### config.mk
export PLATFORM = sky130hd
export DESIGN_NAME = serdes_rate_reconfig_seq
export DESIGN_NICKNAME = d
export VERILOG_FILES = /design/src/design/rate_seq_pkg.sv /design/src/design/step_if.sv /design/src/design/step_table.sv /design/src/design/resp_timer.sv /design/src/design/serdes_rate_reconfig_seq.sv
export VERILOG_INCLUDE_DIRS = /design/src /design/src/design
export SDC_FILE = /design/constraint.sdc
export NUM_CORES = 1
export LEC_CHECK = 0
export BUFFER_PORTS_ARGS = -buffer_cell sky130_fd_sc_hd__buf_2
export CAP_MARGIN = 20
export CELL_PAD_IN_SITES_DETAIL_PLACEMENT = 1
export CELL_PAD_IN_SITES_GLOBAL_PLACEMENT = 2
export CORE_ASPECT_RATIO = 0.7
export CORE_MARGIN = 4
export CORE_UTILIZATION = 31
export DETAILED_ROUTE_END_ITERATION = 8
export PLACE_DENSITY = 0.78
export SETUP_SLACK_MARGIN = 0.1
export SYNTH_ARGS = -nofsm -noshare
export SYNTH_HDL_FRONTEND = slang
export SYNTH_SLANG_ARGS = --single-unit
### constraint.sdc
create_clock -name clk_sys_i -period 4.1 [get_ports clk_sys_i]
set_input_delay 0.41 -clock clk_sys_i [delete_from_list [all_inputs] [get_ports clk_sys_i]]
set_output_delay 0.41 -clock clk_sys_i [all_outputs]
set_load 0.02 [all_outputs]
### src/design/rate_seq_defines.svh
// register offsets, write values and sequence sizes for the lane rate reconfiguration host
`ifndef RATE_SEQ_DEFINES_SVH
`define RATE_SEQ_DEFINES_SVH

// ------------------------------------------------------------
// register offsets of the device
// ------------------------------------------------------------
`define OFS_LANE0_CONFIG       32'h000132B0
`define OFS_LANE1_CONFIG       32'h000132B4
`define OFS_LANE2_CONFIG       32'h000132B8
`define OFS_LANE3_CONFIG       32'h000132BC
`define OFS_PHY_GLOBAL_CONFIG  32'h000132C0
`define OFS_PLL_MULTIPLIER     32'h000132C4
`define OFS_MAC_CONTROL        32'h000132C8
`define LANE_CONFIG_STRIDE     32'h00000004

// ------------------------------------------------------------
// write values
// ------------------------------------------------------------
`define VAL_MAC_SOFT_RESET     32'h7FFF0012
`define VAL_MAC_RELEASE        32'h7FFF0002
`define VAL_GBL_OVERRIDE       32'hCA060084
`define VAL_GBL_PLL_OFF        32'hCA060004
`define VAL_GBL_CLK_GATE       32'hCA060044
`define VAL_GBL_MULT_GATED     32'hCA060045
`define VAL_GBL_CLK_RUN        32'hCA060005
`define VAL_GBL_LANE_RST_LOW   32'h4A060005
`define VAL_GBL_PLL_ON         32'hCA060085
`define VAL_PLL_MULT_X25       32'h002C0545
`define VAL_LANE_RX_OFF        32'h203CA513
`define VAL_LANE_RXPLL_OFF     32'h203C2513
`define VAL_LANE_TX_OFF        32'h200C2513
`define VAL_LANE_TX_ON         32'h203C2513
`define VAL_LANE_RXPLL_ON      32'h203CA513
`define VAL_LANE_RX_ON         32'h203CE513

// ------------------------------------------------------------
// sequence sizes and timing
// ------------------------------------------------------------
`define NUM_LANES              4
`define NUM_STEPS              35
`define STEP_IDX_W             6
`define RESP_TIMEOUT_NS        100000
`define CLK_PERIOD_NS          10
`define RESP_TIMEOUT_CYC       (`RESP_TIMEOUT_NS / `CLK_PERIOD_NS)
`define TIMER_W                20

`endif

### src/design/rate_seq_pkg.sv
// types shared by the lane rate reconfiguration host
package rate_seq_pkg;

  typedef enum {
    SEQ_IDLE,
    SEQ_ISSUE,
    SEQ_WAIT,
    SEQ_DONE,
    SEQ_FAIL
  } seq_state_t;

  typedef struct packed {
    logic [31:0] offset;
    logic [31:0] data;
  } reg_write_t;

endpackage

### src/design/step_if.sv
// step index and the write that it selects, shared by sequencer and step table
`timescale 1ns/1ps
interface step_if;
  logic [5:0]               idx;
  rate_seq_pkg::reg_write_t wr;

  modport seq (output idx, input wr);
  modport rom (input idx, output wr);
endinterface

### src/design/step_table.sv
// constant table of the ordered maintenance writes
`timescale 1ns/1ps
`include "rate_seq_defines.svh"
module step_table (
  step_if.rom st
);

  // ------------------------------------------------------------
  // lane pass helper: four lanes with one value, in lane order
  // ------------------------------------------------------------
  function automatic rate_seq_pkg::reg_write_t lane_wr(input logic [5:0] i,
                                                       input logic [5:0] base,
                                                       input logic [31:0] val);
    rate_seq_pkg::reg_write_t w;
    logic [5:0]               l;
    l = 6'(i - base);
    w.offset = `OFS_LANE0_CONFIG + 32'(l) * `LANE_CONFIG_STRIDE;
    w.data   = val;
    return w;
  endfunction

  always_comb begin
    st.wr = '{offset: `OFS_MAC_CONTROL, data: `VAL_MAC_RELEASE};
    if (st.idx == 6'h00) begin
      st.wr = '{offset: `OFS_MAC_CONTROL, data: `VAL_MAC_SOFT_RESET};
    end else if (st.idx == 6'h01) begin
      st.wr = '{offset: `OFS_PHY_GLOBAL_CONFIG, data: `VAL_GBL_OVERRIDE};
    end else if (st.idx < 6'h06) begin
      st.wr = lane_wr(st.idx, 6'h02, `VAL_LANE_RX_OFF);
    end else if (st.idx < 6'h0A) begin
      st.wr = lane_wr(st.idx, 6'h06, `VAL_LANE_RXPLL_OFF);
    end else if (st.idx < 6'h0E) begin
      st.wr = lane_wr(st.idx, 6'h0A, `VAL_LANE_TX_OFF);
    end else if (st.idx == 6'h0E) begin
      st.wr = '{offset: `OFS_PHY_GLOBAL_CONFIG, data: `VAL_GBL_PLL_OFF};
    end else if (st.idx == 6'h0F) begin
      st.wr = '{offset: `OFS_PHY_GLOBAL_CONFIG, data: `VAL_GBL_CLK_GATE};
    end else if (st.idx == 6'h10) begin
      st.wr = '{offset: `OFS_PLL_MULTIPLIER, data: `VAL_PLL_MULT_X25};
    end else if (st.idx == 6'h11) begin
      st.wr = '{offset: `OFS_PHY_GLOBAL_CONFIG, data: `VAL_GBL_MULT_GATED};
    end else if (st.idx == 6'h12) begin
      st.wr = '{offset: `OFS_PHY_GLOBAL_CONFIG, data: `VAL_GBL_CLK_RUN};
    end else if (st.idx == 6'h13) begin
      st.wr = '{offset: `OFS_PHY_GLOBAL_CONFIG, data: `VAL_GBL_LANE_RST_LOW};
    end else if (st.idx == 6'h14) begin
      st.wr = '{offset: `OFS_PHY_GLOBAL_CONFIG, data: `VAL_GBL_CLK_RUN};
    end else if (st.idx == 6'h15) begin
      st.wr = '{offset: `OFS_PHY_GLOBAL_CONFIG, data: `VAL_GBL_PLL_ON};
    end else if (st.idx < 6'h1A) begin
      st.wr = lane_wr(st.idx, 6'h16, `VAL_LANE_TX_ON);
    end else if (st.idx < 6'h1E) begin
      st.wr = lane_wr(st.idx, 6'h1A, `VAL_LANE_RXPLL_ON);
    end else if (st.idx < 6'h22) begin
      st.wr = lane_wr(st.idx, 6'h1E, `VAL_LANE_RX_ON);
    end
  end

endmodule // step_table

### src/design/resp_timer.sv
// watchdog that bounds the wait for one write response
`timescale 1ns/1ps
`include "rate_seq_defines.svh"
module resp_timer #(
  parameter logic [19:0] LIMIT = 20'(`RESP_TIMEOUT_CYC)
) (
  input  wire logic clk_sys_i,
  input  wire logic rstn_i,
  input  wire logic run_i,
  output logic      expired_o
);

  logic [`TIMER_W-1:0] count_reg;

  // restarts whenever run drops, so each write gets a full budget
  always_ff @(posedge clk_sys_i) begin
    if (!rstn_i || !run_i) begin
      count_reg <= '0;
    end else if (count_reg != LIMIT) begin
      count_reg <= count_reg + 20'h00001;
    end
  end

  assign expired_o = run_i && (count_reg == LIMIT);

endmodule // resp_timer

### src/design/serdes_rate_reconfig_seq.sv
// host sequencer that retunes one port's lanes to the higher rate by maintenance writes
`timescale 1ns/1ps
`include "rate_seq_defines.svh"
module serdes_rate_reconfig_seq #(
  parameter logic [19:0] RESP_TIMEOUT = 20'(`RESP_TIMEOUT_CYC)
) (
  input  wire logic        clk_sys_i,
  input  wire logic        rstn_i,
  // user side
  input  wire logic        start_i,
  input  wire logic        link_ready_i,
  output logic             busy_o,
  output logic             done_o,
  output logic             error_o,
  output logic [5:0]       step_o,
  // maintenance write port toward the link
  output logic             mnt_wr_valid_o,
  input  wire logic        mnt_wr_ready_i,
  output logic [31:0]      mnt_wr_offset_o,
  output logic [31:0]      mnt_wr_data_o,
  input  wire logic        mnt_resp_valid_i,
  input  wire logic        mnt_resp_error_i
);

  // ------------------------------------------------------------
  // state
  // ------------------------------------------------------------
  rate_seq_pkg::seq_state_t state_reg;
  logic [5:0]               idx_reg;
  logic [31:0]              offset_reg;
  logic [31:0]              data_reg;
  logic                     timed_out;
  logic                     last_step;
  logic                     restart;
  logic                     advance;
  logic [5:0]               idx_ahead;

  step_if st ();

  step_table u_table (
    .st (st.rom)
  );

  resp_timer #(
    .LIMIT (RESP_TIMEOUT)
  ) u_timer (
    .clk_sys_i (clk_sys_i),
    .rstn_i    (rstn_i),
    .run_i     (state_reg == rate_seq_pkg::SEQ_WAIT),
    .expired_o (timed_out)
  );

  assign last_step = (idx_reg == 6'(`NUM_STEPS - 1));
  assign restart   = (state_reg != rate_seq_pkg::SEQ_ISSUE)
                  && (state_reg != rate_seq_pkg::SEQ_WAIT) && start_i && link_ready_i;
  assign advance   = (state_reg == rate_seq_pkg::SEQ_WAIT) && mnt_resp_valid_i
                  && !mnt_resp_error_i && !last_step;
  // table is read one step ahead so that the write fields leave from flip-flops
  assign idx_ahead = restart ? 6'h00 : (advance ? idx_reg + 6'h01 : idx_reg);
  assign st.idx    = idx_ahead;

  // ------------------------------------------------------------
  // sequence control
  // ------------------------------------------------------------
  always_ff @(posedge clk_sys_i) begin
    if (!rstn_i) begin
      state_reg <= rate_seq_pkg::SEQ_IDLE;
    end else begin
      unique case (state_reg)
        rate_seq_pkg::SEQ_IDLE, rate_seq_pkg::SEQ_DONE, rate_seq_pkg::SEQ_FAIL: begin
          if (start_i && link_ready_i) begin
            state_reg <= rate_seq_pkg::SEQ_ISSUE;
          end
        end
        rate_seq_pkg::SEQ_ISSUE: begin
          if (mnt_wr_ready_i) begin
            state_reg <= rate_seq_pkg::SEQ_WAIT;
          end
        end
        rate_seq_pkg::SEQ_WAIT: begin
          // an error or lost response stops the sequence: resuming mid-way is unsafe
          if (mnt_resp_valid_i && mnt_resp_error_i) begin
            state_reg <= rate_seq_pkg::SEQ_FAIL;
          end else if (mnt_resp_valid_i) begin
            state_reg <= last_step ? rate_seq_pkg::SEQ_DONE
                                   : rate_seq_pkg::SEQ_ISSUE;
          end else if (timed_out) begin
            state_reg <= rate_seq_pkg::SEQ_FAIL;
          end
        end
      endcase
    end
  end

  // step index advances only on a good response
  always_ff @(posedge clk_sys_i) begin
    if (!rstn_i) begin
      idx_reg <= 6'h00;
    end else if (restart) begin
      idx_reg <= 6'h00;
    end else if (advance) begin
      idx_reg <= idx_reg + 6'h01;
    end
  end

  // ------------------------------------------------------------
  // write data registers
  // ------------------------------------------------------------
  // always holds the table entry of the index in use, so it stands through ISSUE
  always_ff @(posedge clk_sys_i) begin
    if (!rstn_i) begin
      offset_reg <= `OFS_MAC_CONTROL;
      data_reg   <= `VAL_MAC_SOFT_RESET;
    end else begin
      offset_reg <= st.wr.offset;
      data_reg   <= st.wr.data;
    end
  end

  // ------------------------------------------------------------
  // outputs
  // ------------------------------------------------------------
  // valid is combinational so the write goes out in the ISSUE cycle itself
  assign mnt_wr_valid_o  = (state_reg == rate_seq_pkg::SEQ_ISSUE);
  assign mnt_wr_offset_o = offset_reg;
  assign mnt_wr_data_o   = data_reg;
  assign busy_o  = (state_reg == rate_seq_pkg::SEQ_ISSUE)
                || (state_reg == rate_seq_pkg::SEQ_WAIT);
  assign done_o  = (state_reg == rate_seq_pkg::SEQ_DONE);
  assign error_o = (state_reg == rate_seq_pkg::SEQ_FAIL);
  assign step_o  = idx_reg;

endmodule // serdes_rate_reconfig_seq

* Word level (Yosys, flattened, before mapping)
Cells that the tools add are included.
Cells by class: add/sub/neg operators 14, magnitude comparators 6, reductions and logical operators 23, equal/unequal tests 25, bitwise logic cells 1, multiplexer cells 24
Operators by type and width (count):
- 64-bit two-way mux | 14
- 32-bit two-way mux | 5
- 17-bit by 8-bit adder with 18-bit output, first input constant | 6
- 32-bit by 2-bit == test with 1-bit output, second input constant | 3
- 32-bit by 3-bit == test with 1-bit output, second input constant | 3
- 32-bit case mux with 3 select lines | 1
- 6-bit by 5-bit == test with 1-bit output, second input constant | 6
- 36-bit two-way mux | 1
- 32-bit by 1-bit == test with 1-bit output, second input constant | 1
- 32-bit by 4-bit == test with 1-bit output, second input constant | 1
- 32-bit zero test | 1
- 32-bit by 2-bit inequality test with 1-bit output, second input constant | 1
- 32-bit by 3-bit inequality test with 1-bit output, second input constant | 1
- 20-bit by 1-bit adder with 20-bit output, second input constant | 1
- 20-bit by 14-bit == test with 1-bit output, second input constant | 1
- 20-bit by 14-bit inequality test with 1-bit output, second input constant | 1
- 6-bit by 5-bit subtractor with 6-bit output, second input constant | 3
- 16-bit OR reduction | 1
- 6-bit by 4-bit == test with 1-bit output, second input constant | 2
- 6-bit by 4-bit < comparator with 1-bit output, second input constant | 2
- 6-bit by 5-bit < comparator with 1-bit output, second input constant | 2
- 6-bit two-way mux | 2
- 1-bit logical AND | 9
- 7-bit OR reduction | 1
- other kinds (18) | 24
Storage, ports and cells: input port bits 7, register bits 122, output and inout bits 74

* Depth between registers and ports, before layout
depth after elaboration 23, depth in mapped cells 15, gate-level depth less buffers 14

* By module
Synthesis repeated with hierarchy kept, for this count alone.
Second synthesis, totals: cells, all modules 520, area, all modules 4583.1 µm²
By module, submodules not included:
- serdes_rate_reconfig_seq | area each 2313.5 µm², times used 1, seq. area each 1461.4 µm², cells each 211
- step_table | area each 1248.7 µm², times used 1, seq. area each 0.0 µm², cells each 193
- resp_timer | area each 1021.0 µm², times used 1, seq. area each 400.4 µm², cells each 116

* Worst setup path after synthesis
No wires, ideal clock.
path kind flip-flop to flip-flop, from register state_reg[0], to register offset_reg[7] (netlist: mnt_wr_offset_o[7]), stages on the path, launching flop included 13, arrival time 3.096 ns, clock period less this slack 3.229 ns, path slack 0.871 ns, data required time 3.967 ns, path through dfxtp_1 > buf_6 > or3b_1 > buf_6 > a211oi_4 > mux2i_1 > nand2_1 > ha_1 > inv_1 > ha_1 > or4_1 > a21oi_2 > o211ai_1
On the way: cells in the longest elaborated chain, start to end 22, elaborated cells on any way between the ends 54, those cells by class add/sub (12); order compare (6); eq/ne (12); mux (16); reduce/logical (8)
RTL lines:
- from (decl) | RTL line serdes_rate_reconfig_seq.sv:28 | rate_seq_pkg::seq_state_t state_reg;
- from (signal assigned) | RTL line serdes_rate_reconfig_seq.sv:67 | state_reg <= rate_seq_pkg::SEQ_IDLE;
- from (signal assigned) | RTL line serdes_rate_reconfig_seq.sv:72 | state_reg <= rate_seq_pkg::SEQ_ISSUE;
- from (signal assigned) | RTL line serdes_rate_reconfig_seq.sv:77 | state_reg <= rate_seq_pkg::SEQ_WAIT;
- 32-bit by 3-bit == test with 1-bit output | RTL line serdes_rate_reconfig_seq.sv:56 | assign advance = (state_reg == rate_seq_pkg::SEQ_WAIT) && mnt_resp_valid_i
- 1-bit logical AND | RTL line serdes_rate_reconfig_seq.sv:56
- 1-bit logical AND (2 in series) | RTL line serdes_rate_reconfig_seq.sv:57 | && !mnt_resp_error_i && !last_step;
- 6-bit two-way mux
- 6-bit two-way mux *
- 6-bit by 5-bit subtractor with 6-bit output | RTL line step_table.sv:16 | l = 6'(i - base);
- 17-bit by 8-bit adder with 18-bit output (no source line)
- 64-bit two-way mux | RTL line step_table.sv:54 | end else if (st.idx < 6'h22) begin
- [5 not listed]
- 64-bit two-way mux | RTL line step_table.sv:42 | end else if (st.idx == 6'h12) begin
- 64-bit two-way mux | RTL line step_table.sv:40 | end else if (st.idx == 6'h11) begin
- 64-bit two-way mux | RTL line step_table.sv:38 | end else if (st.idx == 6'h10) begin
- 64-bit two-way mux | RTL line step_table.sv:36 | end else if (st.idx == 6'h0F) begin
- 64-bit two-way mux | RTL line step_table.sv:34 | end else if (st.idx == 6'h0E) begin
- 64-bit two-way mux | RTL line step_table.sv:32 | end else if (st.idx < 6'h0E) begin
- 64-bit two-way mux | RTL line step_table.sv:30 | end else if (st.idx < 6'h0A) begin
- 64-bit two-way mux | RTL line step_table.sv:28 | end else if (st.idx < 6'h06) begin
- to (signal assigned) | RTL line serdes_rate_reconfig_seq.sv:112 | offset_reg <= `OFS_MAC_CONTROL;
- to (signal assigned) | RTL line serdes_rate_reconfig_seq.sv:115 | offset_reg <= st.wr.offset;
- to (decl) | RTL line serdes_rate_reconfig_seq.sv:30 | logic [31:0] offset_reg;
Every way passes the cells marked *; elsewhere a longest branch is shown, timed or not. A chain may end at the register's enable or synchronous reset.

* Worst setup path in the final report
Ends and elaborated chain as after synthesis.

==> metrics.md <==
| Metric | Value |
|---|---|
| Status | finished clean |
| CTS tree | yes |
| GRT Total Usage | 15.42% |
| Clock sink total | 52 |
| Ranking of synthesized cells by area | dfxtp_1 32%, buf_4 9.7%, nor2_1 4.3%, ha_1 3.8%, xor2_1 3.5% |
| Min Tclk post-route | 3.559 ns |
| Final ANT Viol Nets | 0 |
| DRC viols | 0 |
| Gpl congestion | 0.9187 |
| Most frequent cell after synthesis | dfxtp_1 |
| I/O pins | 81 |
| Setup Skew | 0.006275 ns |
| Worst endpoint required time | 4.27 ns |
| Post-synth ARST share | 0% |
| Initial antenna violation count | 0 |
| Post-synthesis register bit count | 52 |
| Vias in the first global route | 2,800 |
| Yosys cell types | 74 |
| Worst setup SP type | flip-flop |
| Die Y | 93.76 um |
| Die Wd | 130.5 um |
| Area grow syn2layout | 10.60% |
| WL/cell | 16.65 um |
| Synth Flop Type | dfxtp_1 |
| Fin cells | 555 |
| Hold_buf cts | 0 |
| Max Fclk | 281.0 MHz |
| Setup TNS | 0 ns |
| Clock Pin Slew Worst Setup and Hold Paths | 0.07 ns |
| Crit. End Element | flip-flop |
| Pre-Repair DR Iteration Count | 4 |
| Synth warnings | 0 |
| Final setup viols | 0 |
| HP Class | primary input to flip-flop |
| Root Driver | clkbuf_16 |
| CP Max Fanout | 11 |
| LEAKAGE | 1.449 nW |
| PwrDens | 347.7 mW/mm^2 |
| Yosys top cell by area | dfxtp_1 |
| First DRT Iteration DRCs | 187 |
| CTS buffer count | 5 |
| Largest net degree at the start of global routing | 19 |
| Max FFs per register | 20 |
| Vias per cell | 5.175 |
| Rows | 30 |
| EDFF count, synth | 0 |
| Slew @ Worst Pin | 0.8748 ns |
| Worst-skew pair later-pin latency | 0.29 ns |
| Post-CTS resize count | 0 |
| Starting Density | 32.62% |
| Post-synthesis sequential area ratio | 31.96% |
| Final hold viol count | 0 |
| Diodes inserted | 0 |
| IO buf count | 49 |
| Via count | 2,872 |
| Average cell area after synthesis | 8.351 um^2 |
| Layout cells sized above 1 | 19.67% |
| First-pass GRT wire length | 15,090 um |
| Slew HR | 41.56% |
| Clock Path Buffers | 2 |
| Crit path arrival time | 3.72 ns |
| Post-CTS Setup Bufs | 0 |
| CP Class | flip-flop to flip-flop |
| RSZ-0062 raised after global routing | false |
| Slew Limit Fails | 0 |
| Syn Inst Count | 390 |
| Post-synth top cells | 52 x dfxtp_1, 42 x buf_4, 37 x nor2_1 |
| GRT Residual Overflow | 0 |
| Hold Slack | 0.4708 ns |
| Top cell type's share of synthesized area | 31.96% |
| Synthesized area | 0.003257 mm^2 |
| WL final | 9242 um |
| Period utilization | 86.79% |
| Core ar. | 0.009985 mm^2 |
| Filler instances | 1,225 |
| Placed cell count | 547 |
| Die area | 0.01224 mm^2 |
| Max_cap viols | 0 |
| Worst VDD drop | 146.2 uV |
| Final nets | 443 |
| Dpl hpwl | 7072 um |
| H-tree levels | 2 |
[worst max-delay path, stage by stage (launching register included)]
cell and delay (ns):
dfxtp_1 0.41, or3b_1 0.61, or4_4 0.61, a21oi_2 0.52, xnor2_1 0.22, inv_1 0.07, ha_1 0.21, a31oi_1 0.16
o22ai_1 0.10, a311oi_1 0.39, o211ai_1 0.12
[cells in the final DEF, fill, tap and decap left out, drive strengths merged, types with 4 or more instances in the layout]
| cell | netlist | routed |
|---|---|---|
| inv | 18 | 19 |
| xor2 | 13 | 13 |
| nor3 | 14 | 14 |
| ha | 10 | 10 |
| xnor2 | 9 | 9 |
| o31ai | 5 | 5 |
| dfxtp | 52 | 52 |
| mux2i | 4 | 4 |
| nand3 | 15 | 15 |
| o21ai | 16 | 16 |
| a211oi | 9 | 9 |
| nor4 | 5 | 5 |
| and3 | 10 | 10 |
| a21oi | 17 | 17 |
| nor2 | 37 | 37 |
| clkbuf | 9 | 6 |
| conb | 2 | 31 |
| nand4 | 5 | 5 |
| and2 | 7 | 7 |
| buf | 46 | 55 |
| nand2 | 25 | 25 |
| a31oi | 6 | 6 |
[stage by stage]
| step | utilization (%) | instance area [um^2] | power [mW] | worst slack, ns |
|---|---|---|---|---|
| 4_1_cts | 36.08 | 3602 | 1.272 | 0.5669 |
| 5_1_grt | 36.08 | 3602 | 1.320 | 0.3060 |
| 3_3_place_gp | 34.40 | 3435 | 0.7755 | 0.6579 |
| 6_report | 36.08 | 3602 | 1.252 | 0.5415 |
| 2_1_floorplan | - | 3366 | 0.7598 | 0.8708 |
| 3_5_place_dp | 34.40 | 3435 | 0.7806 | 0.5968 |
[final timing paths]
path,start,to,slack (ns),depth (start not counted)
min,rstn_i,mnt_wr_data_o[20]$_SDFF_PP1_,0.47,2
max,state_reg[0]$_SDFFE_PN0P_,mnt_wr_offset_o[7]$_SDFF_PP1_,0.54,10
max reg2reg,state_reg[0]$_SDFFE_PN0P_,mnt_wr_offset_o[7]$_SDFF_PP1_,0.54,10
min reg2reg,u_timer.count_reg[12]$_SDFFE_PP0P_,u_timer.count_reg[12]$_SDFFE_PP0P_,0.52,2
[cells by family (layout without fill, tap and decap cells)]
group / count (synthesis) / after routing / synth area share, %
multiplexers: 5 / 5 / 1.575
AND/OR/NAND/NOR: 142 / 142 / 23.59
buffers and inverters: 73 / 81 / 13.87
AO/OA/AOI/OAI: 84 / 84 / 19.02
adder cells (fa/ha/maj): 10 / 10 / 3.842
other: 2 / 31 / 0.2306
flip-flops: 52 / 52 / 31.96
XOR/XNOR: 22 / 22 / 5.916
[power by group]
group	leakage (nW)	total, mW	switching (mW)	internal (mW)
Sequential	0.420	0.539	0.0194	0.520
Combinational	0.948	0.231	0.156	0.0744
Clock	0.0815	0.483	0.192	0.291
Total	1.45	1.25	0.368	0.885
[area by class of cell]
type	instances	area, um^2	share of cell area (%)
Multi-Input combinational cell	294	1873	52.00
Sequential cell	52	1041	28.90
Timing Repair Buffer	55	290.3	8.058
Tap cell	128	160.2	4.446
Clock buffer	6	128.9	3.578
Inverter	18	70.07	1.945
Clock inverter	2	38.79	1.077
[per-layer routing]
metal	share of wire, %	GRT usage [%]
met1	53	23.79
met2	39	21.35
met3	7.2	3.750
met4	0.77	2.997
met5	0	0
(Power assumes the default switching activity.)
